## config.mk

```make
export PLATFORM = sky130hd
export DESIGN_NAME = pll_ctrl
export DESIGN_NICKNAME = d
export VERILOG_FILES = /design/src/hdl/pll_ctrl_pkg.sv /design/src/hdl/pll_ctrl.sv
export SDC_FILE = /design/constraint.sdc
export NUM_CORES = 2
export LEC_CHECK = 0
export BUFFER_PORTS_ARGS = -buffer_cell sky130_fd_sc_hd__buf_2
export CAP_MARGIN = 30
export CORE_ASPECT_RATIO = 0.8
export CORE_MARGIN = 3
export CORE_UTILIZATION = 50
export CTS_BUF_LIST = sky130_fd_sc_hd__clkbuf_2 sky130_fd_sc_hd__clkbuf_4 sky130_fd_sc_hd__clkbuf_8
export DETAILED_ROUTE_END_ITERATION = 12
export GPL_ROUTABILITY_DRIVEN = 1
export GPL_TIMING_DRIVEN = 0
export PLACE_DENSITY_LB_ADDON = 0.08
export SYNTH_ARGS = -nofsm -noshare
export SYNTH_HDL_FRONTEND = slang
export SYNTH_SLANG_ARGS = --single-unit
```

## constraint.sdc

```tcl
create_clock -name clock -period 132.9 [get_ports clock]
set_clock_uncertainty 0.05 [all_clocks]
set_input_delay 6.645 -clock clock [delete_from_list [all_inputs] [get_ports clock]]
set_output_delay 6.645 -clock clock [all_outputs]
set_load 0.02 [all_outputs]
```

## src/hdl/pll_ctrl_pkg.sv

```systemverilog
package pll_ctrl_pkg;

	// register indices as printed, on an 8-bit address port
	localparam logic [7:0] ADDR_LOCK = 8'h07;
	localparam logic [7:0] ADDR_REF_DIV = 8'h19;
	localparam logic [7:0] ADDR_MASH = 8'h1B;
	localparam logic [7:0] ADDR_FB_INT = 8'h1E;
	localparam logic [7:0] ADDR_NUM_LO = 8'h1F;
	localparam logic [7:0] ADDR_NUM_HI = 8'h20;
	localparam logic [7:0] ADDR_DEN_LO = 8'h21;
	localparam logic [7:0] ADDR_DEN_HI = 8'h22;
	localparam logic [7:0] ADDR_SSC_EN = 8'h29;
	localparam logic [7:0] ADDR_SSC_CFG = 8'h2A;
	localparam logic [7:0] ADDR_LOCK_WIN = 8'h32;
	localparam logic [7:0] ADDR_PFD_CFG = 8'h33;

	// field positions
	localparam int LIVE_LOCK_BIT = 0;
	localparam int STICKY_BIT = 1;
	localparam int SSC_EN_BIT = 15;
	localparam int SSC_TYPE_BIT = 5;
	localparam int SSC_SEL_LSB = 1;
	localparam int LOCK_WIN_LSB = 8;
	localparam int PFD_SE_BIT = 6;
	localparam int FRAC_BIT = 10;

	// values after reset, plus the last spread preset code
	localparam logic [7:0] REF_DIV_RST = 8'h01;
	localparam logic [14:0] FB_INT_RST = 15'h0060;
	localparam logic [23:0] FRAC_RST = 24'h000000;
	localparam logic [2:0] LOCK_WIN_RST = 3'h0;
	localparam logic [24:0] DEN_FULL = 25'h1000000;
	localparam logic [2:0] SSC_SEL_LAST = 3'h3;

	// timing
	localparam longint CLK_HZ = 200_000_000;
	localparam longint MOD_RATE_DECI_HZ = 315_000;
	localparam int MOD_PERIOD_CYCLES = int'((CLK_HZ * 10) / MOD_RATE_DECI_HZ);
	localparam int TRI_STEPS = 64;
	localparam int TRI_SHIFT = 6;

	typedef enum logic [1:0] {
		RAMP_UP = 2'b01,
		RAMP_DOWN = 2'b10
	} ramp_e;

	// everything the analog loop reads
	typedef struct packed {
		logic [7:0] ref_div;
		logic ref_double;
		logic [14:0] feedback_integer_value;
		logic signed [35:0] num_eff;
		logic [24:0] den_used;
		logic [1:0] mash_order;
		logic pfd_single_ended;
		logic frac_mode;
		logic [2:0] lock_window;
	} loop_ctrl_s;

endpackage : pll_ctrl_pkg

```

## src/hdl/pll_ctrl.sv

```systemverilog
// Strobed register access and the placing of the registers are this design's own decisions.
`timescale 1ns/1ps

// How it works
// - detector rate is input over divider, zero doubles
// - integer feedback value from 15-bit field
// - numerator is upper 8 and lower 16 bits
// - denominator likewise, zero means two to 24
// - modulator order zero integer, 1-3 MASH order
// - live lock bit, also driven to pin
// - sticky bit catches any loss of lock
// - spread disabled means no modulation at all
// - spread type zero down, one center
// - spread select picks preset, 4-7 unused
// - deviation follows a triangle over time
// - modulation on synthesized clocks, bypass untouched
// - preset modulation rate is 31.5 kHz; step rounding gives 6272 cycles at 200 MHz, about 31.9 kHz
module pll_ctrl #(
	parameter int MOD_PERIOD_CYCLES = pll_ctrl_pkg::MOD_PERIOD_CYCLES
) (
	// clock and reset
	input wire logic clock,
	input wire logic reset_n,
	// register port
	input wire logic [7:0] reg_addr,
	input wire logic [15:0] reg_wdata,
	input wire logic reg_write,
	input wire logic reg_read,
	output logic [15:0] reg_rdata,
	// analog loop
	input wire logic loop_locked,
	output pll_ctrl_pkg::loop_ctrl_s loop_ctrl,
	output logic lock_gpio
);

	localparam int STEP_CYCLES = MOD_PERIOD_CYCLES / (2 * pll_ctrl_pkg::TRI_STEPS);
	localparam logic [12:0] STEP_LAST = 13'(STEP_CYCLES - 1);
	localparam logic [6:0] TRI_TOP = 7'(pll_ctrl_pkg::TRI_STEPS);

	typedef struct packed {
		pll_ctrl_pkg::loop_ctrl_s ctrl;
		logic [23:0] num;
		logic [23:0] den;
		logic ssc_en;
		logic ssc_type;
		logic [2:0] ssc_sel;
		logic lock_meta;
		logic lock_sync;
		logic lock_live;
		logic sticky_loss;
		logic [15:0] rdata;
		logic [12:0] step_cnt;
		logic [6:0] tri_pos;
		pll_ctrl_pkg::ramp_e ramp;
		logic [31:0] depth;
	} state_s;

	state_s s_q;
	state_s s_d;

	// full deviation in numerator units: 0.25% or 0.5% of N times den
	function automatic logic [31:0] spread_depth(input logic [14:0] n,
			input logic [24:0] den, input logic [2:0] sel);
		logic [39:0] prod;
		logic [39:0] q;
		prod = 40'(n) * 40'(den);
		q = sel[0] ? prod / 40'hC8 : prod / 40'h190;
		spread_depth = q[31:0];
	endfunction : spread_depth

	function automatic logic [24:0] den_of(input logic [23:0] raw);
		den_of = (raw == 24'h000000) ? pll_ctrl_pkg::DEN_FULL : {1'b0, raw};
	endfunction : den_of

	logic wr_hit_lock;
	logic ssc_active;
	logic step_tick;
	logic [38:0] scaled;
	logic signed [35:0] offset;

	always_comb begin
		wr_hit_lock = reg_write && (reg_addr == pll_ctrl_pkg::ADDR_LOCK);
		// codes 4-7 are not presets; treat as unmodulated
		ssc_active = s_q.ssc_en && (s_q.ssc_sel <= pll_ctrl_pkg::SSC_SEL_LAST);
		step_tick = (s_q.step_cnt == STEP_LAST);
		scaled = 39'(s_q.depth) * 39'(s_q.tri_pos);
		if (!ssc_active) begin
			offset = '0;
		end else if (s_q.ssc_type) begin
			// center: +depth .. -depth
			offset = 36'(s_q.depth) - 36'(scaled >> (pll_ctrl_pkg::TRI_SHIFT - 1));
		end else begin
			// down: 0 .. -depth
			offset = -36'(scaled >> pll_ctrl_pkg::TRI_SHIFT);
		end
	end

	always_comb begin
		s_d = s_q;
		s_d.rdata = 16'h0000;

		// lock input crosses from the analog loop
		s_d.lock_meta = loop_locked;
		s_d.lock_sync = s_q.lock_meta;
		s_d.lock_live = s_q.lock_sync;
		if (wr_hit_lock && reg_wdata[pll_ctrl_pkg::STICKY_BIT]) begin
			s_d.sticky_loss = 1'b0;
		end
		// a loss in the clearing cycle still lands
		if (s_q.lock_live && !s_q.lock_sync) begin
			s_d.sticky_loss = 1'b1;
		end

		if (reg_write) begin
			unique case (reg_addr)
				pll_ctrl_pkg::ADDR_REF_DIV: begin
					s_d.ctrl.ref_div = reg_wdata[7:0];
					s_d.ctrl.ref_double = (reg_wdata[7:0] == 8'h00);
				end
				pll_ctrl_pkg::ADDR_MASH: begin
					s_d.ctrl.mash_order = reg_wdata[1:0];
				end
				pll_ctrl_pkg::ADDR_FB_INT: begin
					s_d.ctrl.feedback_integer_value = reg_wdata[14:0];
				end
				pll_ctrl_pkg::ADDR_NUM_LO: begin
					s_d.num[15:0] = reg_wdata;
				end
				pll_ctrl_pkg::ADDR_NUM_HI: begin
					s_d.num[23:16] = reg_wdata[7:0];
				end
				pll_ctrl_pkg::ADDR_DEN_LO: begin
					s_d.den[15:0] = reg_wdata;
				end
				pll_ctrl_pkg::ADDR_DEN_HI: begin
					s_d.den[23:16] = reg_wdata[7:0];
				end
				pll_ctrl_pkg::ADDR_SSC_EN: begin
					s_d.ssc_en = reg_wdata[pll_ctrl_pkg::SSC_EN_BIT];
				end
				pll_ctrl_pkg::ADDR_SSC_CFG: begin
					s_d.ssc_type = reg_wdata[pll_ctrl_pkg::SSC_TYPE_BIT];
					s_d.ssc_sel = reg_wdata[pll_ctrl_pkg::SSC_SEL_LSB +: 3];
				end
				pll_ctrl_pkg::ADDR_LOCK_WIN: begin
					// widening is software's job when spreading
					s_d.ctrl.lock_window = reg_wdata[pll_ctrl_pkg::LOCK_WIN_LSB +: 3];
				end
				pll_ctrl_pkg::ADDR_PFD_CFG: begin
					// passed through as written; mode pairing is software's
					s_d.ctrl.pfd_single_ended = reg_wdata[pll_ctrl_pkg::PFD_SE_BIT];
					s_d.ctrl.frac_mode = reg_wdata[pll_ctrl_pkg::FRAC_BIT];
				end
				default: begin
				end
			endcase
		end
		s_d.ctrl.den_used = den_of(s_d.den);

		if (reg_read) begin
			unique case (reg_addr)
				pll_ctrl_pkg::ADDR_LOCK: begin
					s_d.rdata[pll_ctrl_pkg::LIVE_LOCK_BIT] = s_q.lock_live;
					s_d.rdata[pll_ctrl_pkg::STICKY_BIT] = s_q.sticky_loss;
				end
				pll_ctrl_pkg::ADDR_REF_DIV: begin
					s_d.rdata[7:0] = s_q.ctrl.ref_div;
				end
				pll_ctrl_pkg::ADDR_MASH: begin
					s_d.rdata[1:0] = s_q.ctrl.mash_order;
				end
				pll_ctrl_pkg::ADDR_FB_INT: begin
					s_d.rdata[14:0] = s_q.ctrl.feedback_integer_value;
				end
				pll_ctrl_pkg::ADDR_NUM_LO: begin
					s_d.rdata = s_q.num[15:0];
				end
				pll_ctrl_pkg::ADDR_NUM_HI: begin
					s_d.rdata[7:0] = s_q.num[23:16];
				end
				pll_ctrl_pkg::ADDR_DEN_LO: begin
					s_d.rdata = s_q.den[15:0];
				end
				pll_ctrl_pkg::ADDR_DEN_HI: begin
					s_d.rdata[7:0] = s_q.den[23:16];
				end
				pll_ctrl_pkg::ADDR_SSC_EN: begin
					s_d.rdata[pll_ctrl_pkg::SSC_EN_BIT] = s_q.ssc_en;
				end
				pll_ctrl_pkg::ADDR_SSC_CFG: begin
					s_d.rdata[pll_ctrl_pkg::SSC_TYPE_BIT] = s_q.ssc_type;
					s_d.rdata[pll_ctrl_pkg::SSC_SEL_LSB +: 3] = s_q.ssc_sel;
				end
				pll_ctrl_pkg::ADDR_LOCK_WIN: begin
					s_d.rdata[pll_ctrl_pkg::LOCK_WIN_LSB +: 3] = s_q.ctrl.lock_window;
				end
				pll_ctrl_pkg::ADDR_PFD_CFG: begin
					s_d.rdata[pll_ctrl_pkg::PFD_SE_BIT] = s_q.ctrl.pfd_single_ended;
					s_d.rdata[pll_ctrl_pkg::FRAC_BIT] = s_q.ctrl.frac_mode;
				end
				default: begin
				end
			endcase
		end

		// depth follows the config; a division per cycle is pipelined once
		s_d.depth = spread_depth(s_q.ctrl.feedback_integer_value,
			s_q.ctrl.den_used, s_q.ssc_sel);

		// triangle sweep: 2 x TRI_STEPS ticks per modulation period
		if (!ssc_active) begin
			s_d.step_cnt = 13'h0000;
			s_d.tri_pos = 7'h00;
			s_d.ramp = pll_ctrl_pkg::RAMP_UP;
		end else begin
			s_d.step_cnt = step_tick ? 13'h0000 : s_q.step_cnt + 13'h0001;
			if (step_tick) begin
				unique case (s_q.ramp)
					pll_ctrl_pkg::RAMP_UP: begin
						s_d.tri_pos = s_q.tri_pos + 7'h01;
						if (s_q.tri_pos == TRI_TOP - 7'h01) begin
							s_d.ramp = pll_ctrl_pkg::RAMP_DOWN;
						end
					end
					pll_ctrl_pkg::RAMP_DOWN: begin
						s_d.tri_pos = s_q.tri_pos - 7'h01;
						if (s_q.tri_pos == 7'h01) begin
							s_d.ramp = pll_ctrl_pkg::RAMP_UP;
						end
					end
				endcase
			end
		end

		// only the synthesizer fraction is swept; bypass paths never see it
		s_d.ctrl.num_eff = 36'(s_q.num) + offset;
	end

	always_ff @(posedge clock or negedge reset_n) begin
		if (!reset_n) begin
			s_q <= '0;
			s_q.ctrl.ref_div <= pll_ctrl_pkg::REF_DIV_RST;
			s_q.ctrl.feedback_integer_value <= pll_ctrl_pkg::FB_INT_RST;
			s_q.ctrl.den_used <= pll_ctrl_pkg::DEN_FULL;
			s_q.ctrl.lock_window <= pll_ctrl_pkg::LOCK_WIN_RST;
			s_q.num <= pll_ctrl_pkg::FRAC_RST;
			s_q.den <= pll_ctrl_pkg::FRAC_RST;
			s_q.ramp <= pll_ctrl_pkg::RAMP_UP;
		end else begin
			s_q <= s_d;
		end
	end

	assign reg_rdata = s_q.rdata;
	assign loop_ctrl = s_q.ctrl;
	assign lock_gpio = s_q.lock_live;
endmodule : pll_ctrl

```

==> run_results.csv <==
group,metric,value,unit
finish,layout_common_cells,"nand2_1 (817), inv_1 (634), nor2_1 (565)",
cts,cts-resized-gates,0,
cts,path_clk_slew,0.06,ns
cts,cts.path.max_buffers,3,
grt,grt_pass1_vias,57788,
placed_design,placed_area,0.0658,mm²
routing,first_iter_violations,6281,
critical_path,crit_arrival,96.37,ns
cts,cts.sinks,219,
synth,seq_area_frac_synth,8.72,%
timing,setup_tns,0,ns
hold_path,min_path_type,"register to register",
grt,grt_pass1_wl,342000,µm
timing,grt_setup_unrepaired,"false",
floorplanning,die_h,323,µm
timing,finalWorstSetupSlack,36.86,ns
critical_path,required,133.23,ns
cts,worstSkewPairLatency,0.60,ns
cts,root_buffer,"clkbuf_8",
floorplanning,coreArea,0.124,mm²
synth,synthTopCellsByArea,"fa_1 (14%), dfrtp_1 (8.5%), ha_1 (7.0%)",
synth,ys_ff_latch,219,
finish,fillers,12005,
routing,ant_nets,0,
routing,post-route-drc-count,0,
finish,drive_gt1_share,16.3,%
timing,slew_violations,0,
synth,synth-simple-area-share,25.9,%
floorplanning,num_rows,115,
placed_design,gp_congestion,0.974,
routing,via_per_inst,6.33,
cts,cts_max_level,2,
placed_design,dp_hpwl,181000,µm
cts,cts_buffers,37,
critical_path,crit_slowest_cell,"o31ai_2",
outcome,outcome,"complete, no violations",
grt,met2_usage,47.8,%
synth,synth_flop_cell,"dfrtp_1",
grt,grtUsageMet1,50.4,%
synth,netlist.top_cell.by_area,"fa_1",
synth,synth-adder-area-share,21.3,%
critical_path,path_class,"register to register",
floorplanning,ioPinCount,138,
synth,synth_cell_types,220,
grt,grt_use_met3,6.08,%
critical_path,crit_top_cell,"ha_1",
grt,antenna_found_initial,5,
critical_path,endpoint_kind,"register",
routing,dr.pass1.iters,8,
timing,finalSetupViolations,0,
floorplanning,die_area,0.130,mm²
routing,dr_total_vias,60989,
synth,syn-num-nets,8618,
grt,grt_max_degree,119,
floorplanning,chipWidth,403,µm
synth,yosysWarnings,0,
grt,grt_usage,32.7,%
critical_path,crit_fanout,10,
grt,overflow,0,
placed_design,post-place-ws,38.54,ns
synth,syn_area,0.0629,mm²
cts,cts_tree,"built",
synth,yosysTopAreaCellShare,14.2,%
grt,top_usage_layer,"met1",
critical_path,start_kind,"register",
placed_design,numPortBuffers,128,
synth,synth_edf_count,0,
cts,cts_setup_buffers,0,
synth,synth_area_per_cell,8.07,µm²
synth,netlist_instances,7790,
timing,layout_min_cycle_time,96.04,ns
synth,yosys.area_share.xor_xnor,6.23,%
timing,fmax,10.4,MHz
finish,mostFrequentLayoutCell,"nand2_1",
floorplanning,start_util,50.8,%
timing,tightest_slew,1.09,ns
synth,synth_compound_area_share,24.5,%
routing,routed_wl,219000,µm
synth,postSynth.asyncResetShare,100,%
routing,wl_per_cell,22.7,µm
run,cap_violations,0,
timing,finalCritPeriodShare,72.3,%
synth,muxShareOfSynthArea,4.66,%
critical_path,cpPeakStageDelay,0.69,ns
finish,area_delta_synth_final,5.86,%
timing,final_hold_viol_count,0,
finish,num-nets-final,8799,
finish,fin_area,0.0666,mm²
timing,relSlewSlack,26.8,%
cts,postCtsHoldBufs,0,
synth,synth_top_family_by_area,"simple AND/OR/NAND/NOR gates",
[area by class of cell]
cell class	instances	area, µm²	area share, %
repair buffers	142	808	1.21
diodes	2	5.00	0.00752
clock inverters	12	123	0.184
flip-flops and latches	219	5490	8.25
plain buffers	423	2960	4.44
multi-input cells	6483	51900	78.0
clock buffers	54	693	1.04
well taps	1638	2050	3.08
inverters	665	2550	3.83
[cells by family (layout without fill, tap and decap cells)]
logic type | after synthesis | count (layout)
DFF | 219 | 219
and+or+nand+nor | 2995 | 2995
other | 0 | 2
buffers and inverters | 1088 | 1296
muxes | 257 | 257
adders and majority gates | 801 | 801
AOI/OAI and AO/OA | 1999 | 1999
xor gates and xnor gates | 431 | 431
[state kept, by name, indices dropped and copies added (netlist names)]
name,count
s_q,108
reg_rdata,16
loop_ctrl,92
s_d,2
lock_gpio,1
[layer usage]
| metal | share of wire, % | up-vias |
|---|---|---|
| li1 | - | 28324 |
| met1 | 48 | 29812 |
| met2 | 41 | 2614 |
| met3 | 9.1 | 237 |
| met4 | 1.6 | 2 |
| met5 | 0.0059 | - |
[through the flow]
stage | hold WS, ns | instances | utilization [%]
final | 0.322 | 9638 | 53.7
after global placement | 0.285 | 9556 | 52.9
after floorplan | 0.281 | 7790 | -
after detailed placement | 0.291 | 9568 | 53.1
after global routing | 0.326 | 9637 | 53.7
after CTS | 0.317 | 9634 | 53.7
[cells in the mapped netlist (81+ instances only)]
library cell / n
clkbuf_1: 155
ha_1: 352
mux2_2: 136
or2_2: 89
a31oi_1: 88
nor3_1: 204
and2_1: 280
nand3_1: 169
a21o_1: 114
fa_1: 447
inv_1: 635
a211oi_1: 82
xnor2_1: 257
xor2_1: 159
nor4_1: 95
mux2i_1: 81
a21oi_1: 388
dfrtp_1: 214
buf_4: 118
nor2_1: 565
o21ai_0: 235
nand2_1: 817
[final timing paths]
path,end,startpoint,slack [ns],cells past startpoint
setup / recovery,s_q[0]$_DFF_PN0_,loop_ctrl[73]$_DFFE_PN1P_,36.86,381
hold / removal,s_d[71]$_DFF_PN0_,s_d[72]$_DFF_PN0_,0.32,0
setup reg to reg,s_q[0]$_DFF_PN0_,loop_ctrl[73]$_DFFE_PN1P_,36.86,381
hold reg to reg,s_d[71]$_DFF_PN0_,s_d[72]$_DFF_PN0_,0.32,0
max in group asynchronous,loop_ctrl[24]$_DFF_PN0_,reset_n,125.70,2
min in group asynchronous,s_q[0]$_DFF_PN0_,reset_n,6.06,1
[critical path: cells and delay by family, from the launching register on]
family	cells	cell delay, ns
adder cells (fa/ha/maj)	40	14.11
XOR/XNOR	8	2.06
flip-flops	1	0.57
AND/OR/NAND/NOR	140	32.75
multiplexers	23	7.28
AO/OA/AOI/OAI	112	27.38
buffers and inverters	58	11.39
Power is not shown: default switching activity piles up to over one toggle a cycle in this logic, so the estimate is an artifact.
